--- src/core/prr_defs.svh ---
// Constants for the pattern register readout block
`ifndef PRR_DEFS_SVH
`define PRR_DEFS_SVH

// ---------------------------------------------------------------
// Register byte offsets
// ---------------------------------------------------------------
`define PRR_OFF_STATUS   8'h00
`define PRR_OFF_LATCFG   8'h04
`define PRR_OFF_RDCNT    8'h08
`define PRR_OFF_PAT0     8'h10
`define PRR_OFF_PAT1     8'h14
`define PRR_OFF_PAT2     8'h18
`define PRR_OFF_PAT3     8'h1C

// ---------------------------------------------------------------
// Status fields
// ---------------------------------------------------------------
`define PRR_ST_EN        0
`define PRR_ST_FMT_LO    4
`define PRR_ST_PAGE_LO   8
`define PRR_ST_PRE       12
`define PRR_ST_BL_LO     16

// ---------------------------------------------------------------
// Latency config fields and reset values
// ---------------------------------------------------------------
`define PRR_LC_CL_LO     0
`define PRR_LC_AL_LO     8
`define PRR_LAT_W        6
`define PRR_CL_RST       6'h0B
`define PRR_AL_RST       6'h00

// ---------------------------------------------------------------
// Pattern reset contents
// ---------------------------------------------------------------
`define PRR_PAT0_RST     32'h55555555
`define PRR_PAT1_RST     32'h00000000
`define PRR_PAT2_RST     32'h00000000
`define PRR_PAT3_RST     32'h00000000

// ---------------------------------------------------------------
// Command bus layout
// ---------------------------------------------------------------
`define PRR_MR_SEL_ZERO  3'h0
`define PRR_MR_SEL_THREE 3'h3
`define PRR_MR_SEL_FOUR  3'h4
`define PRR_A_PAGE_LO    0
`define PRR_A_ORDER      2
`define PRR_A_FMT_LO     11
`define PRR_A_CHOP       12
`define PRR_A_PRE        11
`define PRR_A_W          18

// ---------------------------------------------------------------
// Read formats and burst field codes
// ---------------------------------------------------------------
`define PRR_FMT_SERIAL   2'h0
`define PRR_FMT_PARALLEL 2'h1
`define PRR_FMT_STAGGER  2'h2
`define PRR_BL_FIXED8    2'h0
`define PRR_BL_OTF       2'h1
`define PRR_BL_CHOP4     2'h2

// ---------------------------------------------------------------
// Burst geometry
// ---------------------------------------------------------------
`define PRR_BEAT_LAST8   3'h7
`define PRR_BEAT_LAST4   3'h3
`define PRR_HALF_OFS     3'h4
`define PRR_BYTE_MSB     3'h7
`define PRR_NIBBLE       4
`define PRR_LOCS         4

`endif

--- src/core/prr_pkg.sv ---
// Types for the pattern register readout block
package prr_pkg;
  typedef enum logic {PRR_IDLE, PRR_DATA} prr_state_t;
  typedef logic [1:0] prr_code_t;
endpackage : prr_pkg

--- src/core/prr_readout.sv ---
// Pattern register readout engine with AHB-Lite register access
`timescale 1ns/1ps
`include "prr_defs.svh"

module prr_readout import prr_pkg::*; #(
  parameter int DQ_W   = 8,
  parameter int PIPE_D = 64
) (
  // Bus clock and reset
  input  wire logic             hclk,
  input  wire logic             hresetn,
  // AHB-Lite slave
  input  wire logic             hsel,
  input  wire logic [31:0]      haddr,
  input  wire logic [1:0]       htrans,
  input  wire logic             hwrite,
  input  wire logic [2:0]       hsize,
  input  wire logic [31:0]      hwdata,
  input  wire logic             hready,
  output logic                  hreadyout,
  output logic                  hresp,
  output logic [31:0]           hrdata,
  // DRAM command pins
  input  wire logic             dram_ck,
  input  wire logic             cs_n,
  input  wire logic             ras_n,
  input  wire logic             cas_n,
  input  wire logic             we_n,
  input  wire logic [1:0]       bg,
  input  wire logic [1:0]       ba,
  input  wire logic [17:0]      addr,
  // Data and strobe pins
  input  wire logic [DQ_W-1:0]  dq_in,
  output logic      [DQ_W-1:0]  dq_out,
  output logic                  dq_oe_n,
  input  wire logic             dqs_in,
  output logic                  dqs_out,
  output logic                  dqs_oe_n
);

  localparam int CMD_W = 8 + `PRR_A_W;

  // ---------------------------------------------------------------
  // Link synchronisers
  // ---------------------------------------------------------------
  logic [2:0]       ck_sync;
  logic [CMD_W-1:0] cmd_s1;
  logic [CMD_W-1:0] cmd_s2;

  always_ff @(posedge hclk or negedge hresetn) begin
    if (!hresetn) begin
      ck_sync <= 3'h0;
      cmd_s1  <= {CMD_W{1'b1}};
      cmd_s2  <= {CMD_W{1'b1}};
    end else begin
      ck_sync <= {ck_sync[1:0], dram_ck};
      cmd_s1  <= {cs_n, ras_n, cas_n, we_n, bg, ba, addr};
      cmd_s2  <= cmd_s1;
    end
  end

  logic                rise;
  logic                fall;
  logic                c_cs_n;
  logic                c_ras_n;
  logic                c_cas_n;
  logic                c_we_n;
  logic [1:0]          c_bg;
  logic [1:0]          c_ba;
  logic [`PRR_A_W-1:0] c_a;
  logic                is_mrs;
  logic                is_rd;
  logic [2:0]          mr_sel;

  assign rise = ck_sync[1] & ~ck_sync[2];
  assign fall = ~ck_sync[1] & ck_sync[2];
  assign {c_cs_n, c_ras_n, c_cas_n, c_we_n, c_bg, c_ba, c_a} = cmd_s2;
  assign is_mrs = rise & ~c_cs_n & ~c_ras_n & ~c_cas_n & ~c_we_n;
  assign is_rd  = rise & ~c_cs_n & c_ras_n & ~c_cas_n & c_we_n;
  assign mr_sel = {c_bg[0], c_ba};

  // ---------------------------------------------------------------
  // Mode register shadows
  // ---------------------------------------------------------------
  logic      mode_en;
  prr_code_t fmt;
  prr_code_t page;
  prr_code_t bl_mode;
  logic      pre2;

  always_ff @(posedge hclk or negedge hresetn) begin
    if (!hresetn) begin
      mode_en <= 1'b0;
      fmt     <= `PRR_FMT_SERIAL;
      page    <= 2'h0;
    end else if (is_mrs && mr_sel == `PRR_MR_SEL_THREE) begin
      mode_en <= c_a[`PRR_A_ORDER];
      fmt     <= c_a[`PRR_A_FMT_LO +: 2];
      page    <= c_a[`PRR_A_PAGE_LO +: 2];
    end
  end

  always_ff @(posedge hclk or negedge hresetn) begin
    if (!hresetn) begin
      bl_mode <= `PRR_BL_FIXED8;
      pre2    <= 1'b0;
    end else if (is_mrs && mr_sel == `PRR_MR_SEL_ZERO) begin
      bl_mode <= c_a[`PRR_A_PAGE_LO +: 2];
    end else if (is_mrs && mr_sel == `PRR_MR_SEL_FOUR) begin
      pre2    <= c_a[`PRR_A_PRE];
    end
  end

  // ---------------------------------------------------------------
  // Register file
  // ---------------------------------------------------------------
  logic [31:0]             pat_mem [0:`PRR_LOCS-1];
  logic [`PRR_LAT_W-1:0]   cas_lat;
  logic [`PRR_LAT_W-1:0]   add_lat;
  logic [31:0]             rd_cnt;
  logic                    wr_pend;
  logic [7:0]              wr_addr;
  logic                    acc;
  logic [31:0]             status;

  assign acc       = hsel & hready & htrans[1];
  assign hreadyout = 1'b1;
  assign hresp     = 1'b0;

  always_comb begin
    status = 32'h0;
    status[`PRR_ST_EN]            = mode_en;
    status[`PRR_ST_FMT_LO +: 2]   = fmt;
    status[`PRR_ST_PAGE_LO +: 2]  = page;
    status[`PRR_ST_PRE]           = pre2;
    status[`PRR_ST_BL_LO +: 2]    = bl_mode;
  end

  always_ff @(posedge hclk or negedge hresetn) begin
    if (!hresetn) begin
      wr_pend <= 1'b0;
      wr_addr <= 8'h0;
    end else begin
      wr_pend <= acc & hwrite;
      wr_addr <= haddr[7:0];
    end
  end

  always_ff @(posedge hclk or negedge hresetn) begin
    if (!hresetn) begin
      hrdata <= 32'h0;
    end else if (acc && !hwrite) begin
      if (haddr[7:0] == `PRR_OFF_STATUS) begin
        hrdata <= status;
      end else if (haddr[7:0] == `PRR_OFF_LATCFG) begin
        hrdata <= {16'h0, 2'h0, add_lat, 2'h0, cas_lat};
      end else if (haddr[7:0] == `PRR_OFF_RDCNT) begin
        hrdata <= rd_cnt;
      end else if (haddr[7:0] == `PRR_OFF_PAT0) begin
        hrdata <= pat_mem[0];
      end else if (haddr[7:0] == `PRR_OFF_PAT1) begin
        hrdata <= pat_mem[1];
      end else if (haddr[7:0] == `PRR_OFF_PAT2) begin
        hrdata <= pat_mem[2];
      end else if (haddr[7:0] == `PRR_OFF_PAT3) begin
        hrdata <= pat_mem[3];
      end else begin
        hrdata <= 32'h0;
      end
    end
  end

  always_ff @(posedge hclk or negedge hresetn) begin
    if (!hresetn) begin
      cas_lat    <= `PRR_CL_RST;
      add_lat    <= `PRR_AL_RST;
      pat_mem[0] <= `PRR_PAT0_RST;
      pat_mem[1] <= `PRR_PAT1_RST;
      pat_mem[2] <= `PRR_PAT2_RST;
      pat_mem[3] <= `PRR_PAT3_RST;
    end else if (wr_pend) begin
      if (wr_addr == `PRR_OFF_LATCFG) begin
        cas_lat <= hwdata[`PRR_LC_CL_LO +: `PRR_LAT_W];
        add_lat <= hwdata[`PRR_LC_AL_LO +: `PRR_LAT_W];
      end else if (wr_addr == `PRR_OFF_PAT0) begin
        pat_mem[0] <= hwdata;
      end else if (wr_addr == `PRR_OFF_PAT1) begin
        pat_mem[1] <= hwdata;
      end else if (wr_addr == `PRR_OFF_PAT2) begin
        pat_mem[2] <= hwdata;
      end else if (wr_addr == `PRR_OFF_PAT3) begin
        pat_mem[3] <= hwdata;
      end
    end
  end

  // ---------------------------------------------------------------
  // Latency pipeline
  // ---------------------------------------------------------------
  logic [PIPE_D-1:0] p_vld;
  logic [1:0]        p_loc  [0:PIPE_D-1];
  logic              p_half [0:PIPE_D-1];
  logic              p_chop [0:PIPE_D-1];
  logic [6:0]        rl;
  logic              take;
  logic              chop_now;

  assign rl       = {1'b0, add_lat} + {1'b0, cas_lat};
  assign take     = is_rd & mode_en;
  assign chop_now = (bl_mode == `PRR_BL_CHOP4);

  always_ff @(posedge hclk or negedge hresetn) begin
    if (!hresetn) begin
      p_vld <= '0;
      for (int i = 0; i < PIPE_D; i++) begin
        p_loc[i]  <= 2'h0;
        p_half[i] <= 1'b0;
        p_chop[i] <= 1'b0;
      end
    end else if (rise) begin
      for (int i = 0; i < PIPE_D; i++) begin
        if (take && int'(rl) == i + 1) begin
          p_vld[i]  <= 1'b1;
          p_loc[i]  <= c_ba;
          p_half[i] <= chop_now & c_a[`PRR_A_ORDER];
          p_chop[i] <= chop_now;
        end else if (i < PIPE_D - 1) begin
          p_vld[i]  <= p_vld[i+1];
          p_loc[i]  <= p_loc[i+1];
          p_half[i] <= p_half[i+1];
          p_chop[i] <= p_chop[i+1];
        end else begin
          p_vld[i]  <= 1'b0;
        end
      end
    end
  end

  always_ff @(posedge hclk or negedge hresetn) begin
    if (!hresetn) begin
      rd_cnt <= 32'h0;
    end else if (take) begin
      rd_cnt <= rd_cnt + 32'h1;
    end
  end

  // ---------------------------------------------------------------
  // Burst engine
  // ---------------------------------------------------------------
  prr_state_t st;
  logic [2:0] beat;
  logic [1:0] b_loc;
  logic       b_half;
  logic       b_chop;
  logic [2:0] last;

  assign last = b_chop ? `PRR_BEAT_LAST4 : `PRR_BEAT_LAST8;

  always_ff @(posedge hclk or negedge hresetn) begin
    if (!hresetn) begin
      st     <= PRR_IDLE;
      beat   <= 3'h0;
      b_loc  <= 2'h0;
      b_half <= 1'b0;
      b_chop <= 1'b0;
    end else begin
      case (st)
        PRR_IDLE: begin
          if (rise && p_vld[0]) begin
            st     <= PRR_DATA;
            beat   <= 3'h0;
            b_loc  <= p_loc[0];
            b_half <= p_half[0];
            b_chop <= p_chop[0];
          end
        end
        PRR_DATA: begin
          if (rise && p_vld[0]) begin
            beat   <= 3'h0;
            b_loc  <= p_loc[0];
            b_half <= p_half[0];
            b_chop <= p_chop[0];
          end else if ((rise || fall) && beat == last) begin
            st     <= PRR_IDLE;
          end else if (rise || fall) begin
            beat   <= beat + 3'h1;
          end
        end
        default: st <= PRR_IDLE;
      endcase
    end
  end

  // ---------------------------------------------------------------
  // Lane data and strobe
  // ---------------------------------------------------------------
  logic [DQ_W-1:0] next_dq;
  logic [2:0]      ui;
  logic            pre_win;

  assign ui = beat + (b_half ? `PRR_HALF_OFS : 3'h0);

  always_comb begin
    logic [1:0] sl;
    logic [7:0] byt;
    sl      = 2'h0;
    byt     = 8'h0;
    next_dq = '0;
    for (int j = 0; j < DQ_W; j++) begin
      if (fmt == `PRR_FMT_STAGGER) begin
        sl  = b_loc + 2'(j % `PRR_NIBBLE);
        byt = pat_mem[0][8*sl +: 8];
        next_dq[j] = byt[`PRR_BYTE_MSB - ui];
      end else if (fmt == `PRR_FMT_PARALLEL) begin
        byt = pat_mem[page][8*b_loc +: 8];
        next_dq[j] = byt[j % 8];
      end else begin
        byt = pat_mem[page][8*b_loc +: 8];
        next_dq[j] = byt[`PRR_BYTE_MSB - ui];
      end
    end
  end

  assign pre_win = p_vld[0] | (pre2 & p_vld[1]);

  always_ff @(posedge hclk or negedge hresetn) begin
    if (!hresetn) begin
      dq_out   <= '0;
      dq_oe_n  <= 1'b1;
      dqs_out  <= 1'b0;
      dqs_oe_n <= 1'b1;
    end else begin
      dq_out   <= next_dq;
      dq_oe_n  <= (st != PRR_DATA);
      dqs_out  <= (st == PRR_DATA) & ~beat[0];
      dqs_oe_n <= (st != PRR_DATA) & ~pre_win;
    end
  end

  // ---------------------------------------------------------------
  // Checks
  // ---------------------------------------------------------------
  stagger_lane_a: assert property (
    @(posedge hclk) disable iff (!hresetn)
    (st == PRR_DATA && fmt == `PRR_FMT_STAGGER) |=>
      dq_out[1] == $past(pat_mem[0][8*2'(b_loc + 2'h1) + 7 - ui]))
    else $error("staggered lane one carries wrong location");

  nibble_repeat_a: assert property (
    @(posedge hclk) disable iff (!hresetn)
    (!dq_oe_n && $past(fmt) == `PRR_FMT_STAGGER && DQ_W >= 8) |->
      dq_out[7:4] == dq_out[3:0])
    else $error("upper nibble differs from lower nibble");

  seamless_a: assert property (
    @(posedge hclk) disable iff (!hresetn)
    (rise && p_vld[0]) |=> st == PRR_DATA ##1 !dq_oe_n)
    else $error("burst did not start on its clock");

  latency_a: assert property (
    @(posedge hclk) disable iff (!hresetn)
    (take && rl != 7'h0 && rl <= 7'(PIPE_D)) |=> p_vld[$past(rl) - 1])
    else $error("read not queued at read latency");

  strobe_a: assert property (
    @(posedge hclk) disable iff (!hresetn)
    !dq_oe_n |-> !dqs_oe_n)
    else $error("data driven without strobe");

  chop_len_a: assert property (
    @(posedge hclk) disable iff (!hresetn)
    (st == PRR_DATA && b_chop) |-> beat <= `PRR_BEAT_LAST4)
    else $error("chopped burst ran past four beats");

  no_core_a: assert property (
    @(posedge hclk) disable iff (!hresetn)
    (is_rd && !mode_en) |=> rd_cnt == $past(rd_cnt))
    else $error("read served while readout disabled");

  mode_set_a: assert property (
    @(posedge hclk) disable iff (!hresetn)
    (is_mrs && mr_sel == `PRR_MR_SEL_THREE) |=>
      mode_en == $past(c_a[`PRR_A_ORDER]) && fmt == $past(c_a[12:11]))
    else $error("mode register three not captured");

  page_set_a: assert property (
    @(posedge hclk) disable iff (!hresetn)
    (is_mrs && mr_sel == `PRR_MR_SEL_THREE) |=> page == $past(c_a[1:0]))
    else $error("page field not captured");

endmodule : prr_readout

--- config.mk ---
export PLATFORM = sky130hd
export DESIGN_NAME = prr_readout
export DESIGN_NICKNAME = d
export VERILOG_FILES = /design/src/core/prr_pkg.sv /design/src/core/prr_readout.sv
export VERILOG_INCLUDE_DIRS = /design/src /design/src/core
export SDC_FILE = /design/constraint.sdc
export NUM_CORES = 1
export LEC_CHECK = 0
export BUFFER_PORTS_ARGS = -buffer_cell sky130_fd_sc_hd__buf_2
export CORE_MARGIN = 4
export CORE_UTILIZATION = 50
export CTS_CLUSTER_DIAMETER = 120
export DETAILED_ROUTE_END_ITERATION = 8
export MAX_ROUTING_LAYER = met4
export PLACE_DENSITY_LB_ADDON = 0.08
export SLEW_MARGIN = 15
export SYNTH_ARGS = -nofsm -noshare
export SYNTH_HDL_FRONTEND = slang
export SYNTH_SLANG_ARGS = --single-unit
--- constraint.sdc ---
create_clock -name hclk -period 4.1 [get_ports hclk]
set_input_delay 0.41 -clock hclk [delete_from_list [all_inputs] [get_ports hclk]]
set_output_delay 0.41 -clock hclk [all_outputs]
set_load 0.02 [all_outputs]
==> flow_summary.yaml, run 1 <==
cts:
  clk_pin_slew_worst_paths_ps: 60
  clkSinkCount: 587
  htreeDepth: 3
  cts_buffers: 67
  cts_tree: "yes"
  post_cts_resized: 0
  cts-root-buf: "clkbuf_16"
  clk_latency_ps: 610
  clockBufferDepth: 3
floorplanning:
  io_pins: 155
  num_rows: 87
  coreArea_mm2: 0.0569
  die_w_um: 249
  initial_core_util_pct: 50.9
  die_y_um: 249
  dieArea_mm2: 0.0619
critical_path:
  worst_setup_path_end_kind: "register"
  crit_fanout: 26
  arrival_ps: 3990
  required_ps: 4540
  worstSetupPathType: "register to register"
  setup.worst_path.start_class: "register"
finish:
  stdcell_area_mm2: 0.0327
  area_growth_pct: 12.8
  drive_above_1_share_pct: 21.9
  nFillCells: 4840
  nNetsFinal: 2860
drt:
  wl_per_cell_um: 23.2
  vias_per_cell: 6.26
  first_pass_iters: 6
  drtIter0Drc: 2291
  postRouteAntennaNets: 0
  drt_wl_total_um: 82200
  routed-via-count: 22200
  drc: 0
placed_design:
  portBuffers: 101
  gp_congestion: 0.943
  dp_hpwl_um: 53600
  place_ws_ps: 374
  place_area_mm2: 0.0302
synth:
  synthSimpleGateAreaFrac_pct: 10.4
  ys_types: 74
  synth_compound_area_share_pct: 18.0
  synth_seq_area_share_pct: 50.9
  syn-num-nets: 2837
  syn_area_per_cell_um2: 10.7
  synth_top_family_by_area: "compound AO/OA/AOI/OAI gates"
  synthXorXnorAreaFrac_pct: 1.23
  async_reset_ff_share_pct: 100
  yosys_warnings: 0
  synth_edf_count: 0
  syn_area_mm2: 0.0290
  synth-seq-cells: 587
  synthCells: 2717
  synth-adder-area-share_pct: 0.458
  synth_mux_area_share_pct: 13.7
  synth_ff_type: "dfrtp_1"
sta:
  fin_crit_sh_pct: 86.7
  fin_ws_ps: 545
  clock_skew_ps: 23.9
  fmax_mhz: 281
  rsz0062_at_grt: "false"
  tightest_slew_ps: 1310
  min_period_ps: 3550
  slew_viol_final: 0
  relSlewSlack_pct: 12.6
  finalSetupViolations: 0
  tns_ps: 0
  final-hold-violation-count: 0
global_route:
  grt_use_total_pct: 27.1
  grt_max_degree: 272
  antenna_found_initial: 2
  overflow: 0
  grt_pass1_wl_um: 131000
  grt_pass1_vias: 22300
power_and_ir_drop:
  worst_ir_drop_vdd_v: 0.000394
  p_per_area_mw_per_mm2: 479
  p_leak_nw: 13.5
run_status:
  outcome: "finished clean"
hold_path:
  min_path_type: "input port to register"
flow_run:
  max_cap_violations: 0
-- cell usage in the layout, fill, tap and decap left out, types with 105 or more instances in the layout --
master,synthesis,final
mux2_2,186,186
nand3_1,129,129
nand2_1,115,113
dfrtp_1,542,540
a31oi_1,130,130
a21oi_1,178,177
o221ai_1,105,105
o21ai_0,114,114
nor2_1,252,250
inv_1,129,129
-- area by class of cell --
type                       instances  area [um2]  share of cell area, %
clock buffer                      98        2000                   6.12
clock inverter                    21         234                  0.716
antenna                            2        5.00                 0.0153
multi-input combinational       1752       12800                   39.1
sequential                       587       14700                   45.1
inverter                         130         488                   1.49
timing repair buffer             202        1480                   4.52
tap                              756         946                   2.89
-- per-layer routing --
layer | vias to the layer above | share of wire (%) | global-route usage [%]
li1 | 10000 | - | -
met2 | 746 | 44 | 38.7
met3 | 139 | 8.1 | 6.36
met1 | 11300 | 46 | 39.3
met5 | - | 0 | -
met4 | 0 | 2.6 | 7.49
-- synthesized netlist by cell type (6+ instances only) --
cell	count	area, um2
buf_4	11	82.6
a211oi_1	11	82.6
and2_1	11	68.8
xnor2_1	31	272
o221ai_1	105	920
o21a_1	10	75.1
ha_1	9	113
nor2_1	252	946
a22oi_1	12	90.1
dfrtp_1	542	13600
a311o_1	24	240
o2111ai_4	10	263
nand3_1	129	646
clkbuf_1	172	646
o2111ai_2	6	90.1
mux2_2	186	2090
nand4_1	13	81.3
xor2_1	8	70.1
a21oi_1	178	891
nor3_1	44	220
mux4_2	52	1170
a222oi_1	24	240
mux2i_1	66	661
nand2_1	115	432
nand2b_1	7	43.8
buf_2	44	220
dfstp_2	45	1180
o21ai_0	114	571
o211ai_1	75	563
and3_1	11	68.8
a21o_1	10	75.1
inv_1	129	484
a31oi_1	130	813
nor2b_1	36	225
buf_1	19	71.3
-- flip-flops by register name, summed over array words and instances (netlist names), 2 cells and up --
name / cells
cas_lat: 6
wr_addr: 8
p_chop: 64
cmd_s1: 12
p_half: 64
page: 2
ck_sync: 3
hrdata: 32
pat_mem: 128
b_loc: 2
bl_mode: 2
add_lat: 6
rd_cnt: 32
dq_out: 8
p_vld: 64
fmt: 2
p_loc: 128
beat: 3
cmd_s2: 12
-- critical path: stages (launching register included) --
cell and delay [ps]:
dfrtp_1 400, ha_1 230, fa_1 450, a21o_1 230
a21o_1 250, a2111oi_1 730, a211oi_4 170, buf_6 240
buf_4 250, o211ai_1 230, o221ai_1 170
-- power by group --
group / total [W] / internal, W / switching [W]
Sequential: 0.00691 / 0.00640 / 0.000504
Clock: 0.00604 / 0.00360 / 0.00244
Combinational: 0.00272 / 0.00109 / 0.00164
-- final timing paths --
kind                       startpoint     endpoint  slack, ps  cells past startpoint
max reg2reg                add_lat[0]    p_half[5]        550                     10
max in group asynchronous     hresetn  pat_mem[98]       2610                      3
min reg2reg                cmd_s1[22]   cmd_s2[22]        350                      0
max                        add_lat[0]    p_half[5]        550                     10
min                            hwrite      wr_pend         70                      3
min in group asynchronous     hresetn   hrdata[25]        480                      2
-- logic make-up (layout without fill, tap and decap cells) --
family	Yosys count	in the layout
AND/OR/NAND/NOR	650	650
XOR/XNOR	40	40
buffers and inverters	378	451
adder cells (fa/ha/maj)	10	10
AO/OA/AOI/OAI	743	743
other	2	4
multiplexers	307	307
flip-flops	587	587
-- metrics by stage --
stage | std cells | power (W) | utilization (%) | hold WS, ps
floorplan | 2717 | 0.00871 | - | 114
global placement | 3406 | 0.00963 | 53.1 | 345
detailed placement | 3406 | 0.00969 | 53.1 | 347
CTS | 3545 | 0.0158 | 57.4 | 39.3
global route | 3547 | 0.0164 | 57.4 | 61.5
finish | 3548 | 0.0157 | 57.4 | 70.4
-- repair_timing --
action	CTS	global route
setup buffers	0	0
hold buffers	20	0
endpoints found under the hold margin	97	0
Note: power is estimated with default switching activity, not from simulation.
==> run 2, diff against run 1 <==
--- a/config.mk
+++ b/config.mk
@@ -8,7 +8,7 @@
 export LEC_CHECK = 0
 export BUFFER_PORTS_ARGS = -buffer_cell sky130_fd_sc_hd__buf_2
 export CORE_MARGIN = 4
-export CORE_UTILIZATION = 50
+export CORE_UTILIZATION = 60
 export CTS_CLUSTER_DIAMETER = 120
 export DETAILED_ROUTE_END_ITERATION = 8
 export MAX_ROUTING_LAYER = met4
==> flow_summary.yaml, run 2 (synthesized netlist as in run 1, its figures left out) <==
finish:
  final_common_cell: "dfrtp_1"
  drive_above_1_share_pct: 21.4
  final_cell_mix: "540 x dfrtp_1, 250 x nor2_1, 186 x mux2_2, 177 x a21oi_1, 130 x a31oi_1"
  multi_input_area_mm2: 0.0128
  stdcell_area_mm2: 0.0322
  reg.largest.list: "p_loc x128, pat_mem x128"
  final-seq-area_mm2: 0.0147
  nNetsFinal: 2843
  nFillCells: 3725
  area_growth_pct: 11.2
drt:
  drt_wl_total_um: 80400
  routed-via-count: 22200
  wl_per_cell_um: 23.7
  first_pass_iters: 6
  vias_per_cell: 6.55
  drtIter0Drc: 2154
  drc: 0
  postRouteAntennaNets: 0
global_route:
  grt_pass1_wl_um: 127000
  overflow: 0
  antenna_found_initial: 1
  grt_max_degree: 297
  grt_pass1_vias: 22100
  grt_use_total_pct: 31.5
cts:
  clockBufferDepth: 3
  clk_pin_slew_worst_paths_ps: 60
  cts_tree: "yes"
  post_cts_resized: 0
  clkSinkCount: 587
  htreeDepth: 2
  cts_buffers: 60
  clk_latency_ps: 620
  cts-root-buf: "clkbuf_16"
sta:
  tightest_slew_ps: 1200
  relSlewSlack_pct: 19.7
  min_period_ps: 3450
  tns_ps: 0
  fin_crit_sh_pct: 84.2
  clock_skew_ps: 14.6
  fmax_mhz: 290
  slew_viol_final: 0
  rsz0062_at_grt: "false"
  final-hold-violation-count: 0
  finalSetupViolations: 0
  fin_ws_ps: 647
critical_path:
  critPathSlowestCell: "a2111oi_1"
  crit_chain: "ha_1 > fa_1 > a21o_1 > a21oi_1 > a2111oi_1 > o21a_2 > nand2_1 > a311o_1"
  reg2reg_setup_slack_ps: 650
  critPathLaunch: "cas_lat[0]"
  required_ps: 4590
  cpPeakStageDelay_ps: 710
  cpLargestDelayFamily: "compound AO/OA/AOI/OAI gates"
  rr_endpoint: "p_chop[50]"
  rr_startpoint: "cas_lat[0]"
  worstSetupPathType: "register to register"
  worst_setup_path_end_kind: "register"
  r2r_cells: 8
  arrival_ps: 3940
  crit_fanout: 24
  setup.worst_path.start_class: "register"
  crit_end: "p_chop[50]"
  cp.depth: 8
  critPathBufInv: 0
placed_design:
  place_ws_ps: 717
  dp_hpwl_um: 52800
  place_area_mm2: 0.0300
  portBuffers: 101
  gp_congestion: 0.938
floorplanning:
  coreArea_mm2: 0.0477
  die_w_um: 228
  initial_core_util_pct: 60.7
  num_rows: 80
  dieArea_mm2: 0.0519
  io_pins: 155
  die_y_um: 228
flow_run:
  max_cap_violations: 0
power_and_ir_drop:
  p_per_area_mw_per_mm2: 474
  p_leak_nw: 13.3
  worst_ir_drop_vdd_v: 0.000353
hold_path:
  min_path_type: "input port to register"
run_status:
  outcome: "finished clean"
-- run 2: cell type report --
type | count | area share, %
Timing Repair Buffer | 192 | 4.26
Antenna cell | 1 | 0.00777
Clock inverter | 18 | 0.563
Inverter | 130 | 1.51
Tap cell | 615 | 2.39
Sequential cell | 587 | 45.8
Multi-Input combinational cell | 1752 | 39.7
Clock buffer | 95 | 5.77
-- run 2: worst reg2reg max path, cell delays in order, from the launching register on --
cell and delay (ps):
dfstp_2 560, ha_1 180, fa_1 250, a21o_1 230
a21oi_1 140, a2111oi_1 710, o21a_2 630, nand2_1 210
a311o_1 410
-- run 2: stage by stage --
stage / hold slack, ps / instances / total power [W] / util (%)
2_1_floorplan: 114 / 2717 / 0.00871 / -
3_3_place_gp: 341 / 3256 / 0.00965 / 62.8
3_5_place_dp: 340 / 3256 / 0.00972 / 62.8
4_1_cts: 42.2 / 3389 / 0.0154 / 67.5
5_1_grt: 67.6 / 3390 / 0.0160 / 67.5
6_report: 68.4 / 3390 / 0.0153 / 67.5
-- run 2: per-layer routing --
metal | vias up | track usage [%] | part of all wire, %
li1 | 10000 | - | -
met3 | 203 | 4.37 | 5.5
met5 | - | - | 0
met2 | 761 | 51.2 | 49
met1 | 11200 | 39.9 | 40
met4 | 0 | 13.8 | 4.8
-- run 2: timing repair --
action                                 in CTS  in global routing
buffers inserted                            0                  0
endpoints found under the hold margin      89                  0
hold buffers                               20                  0
-- run 2: worst min-delay path by stage --
stage,endpoint,slack [ps],startpoint,depth (start not counted)
after floorplan,add_lat[0],110,hresetn,0
after global placement,ck_sync[1],340,ck_sync[0],0
after detailed placement,ck_sync[1],340,ck_sync[0],0
after CTS,wr_addr[3],40,haddr[3],1
after global routing,pat_mem[46],70,hwdata[14],2
final,pat_mem[25],70,hwdata[25],2
-- run 2: report_power, final --
| group | internal [W] | switching (W) | total (W) |
|---|---|---|---|
| registers | 0.00640 | 0.000458 | 0.00686 |
| logic | 0.00109 | 0.00171 | 0.00280 |
| clock network | 0.00329 | 0.00233 | 0.00562 |
| total | 0.0108 | 0.00450 | 0.0153 |
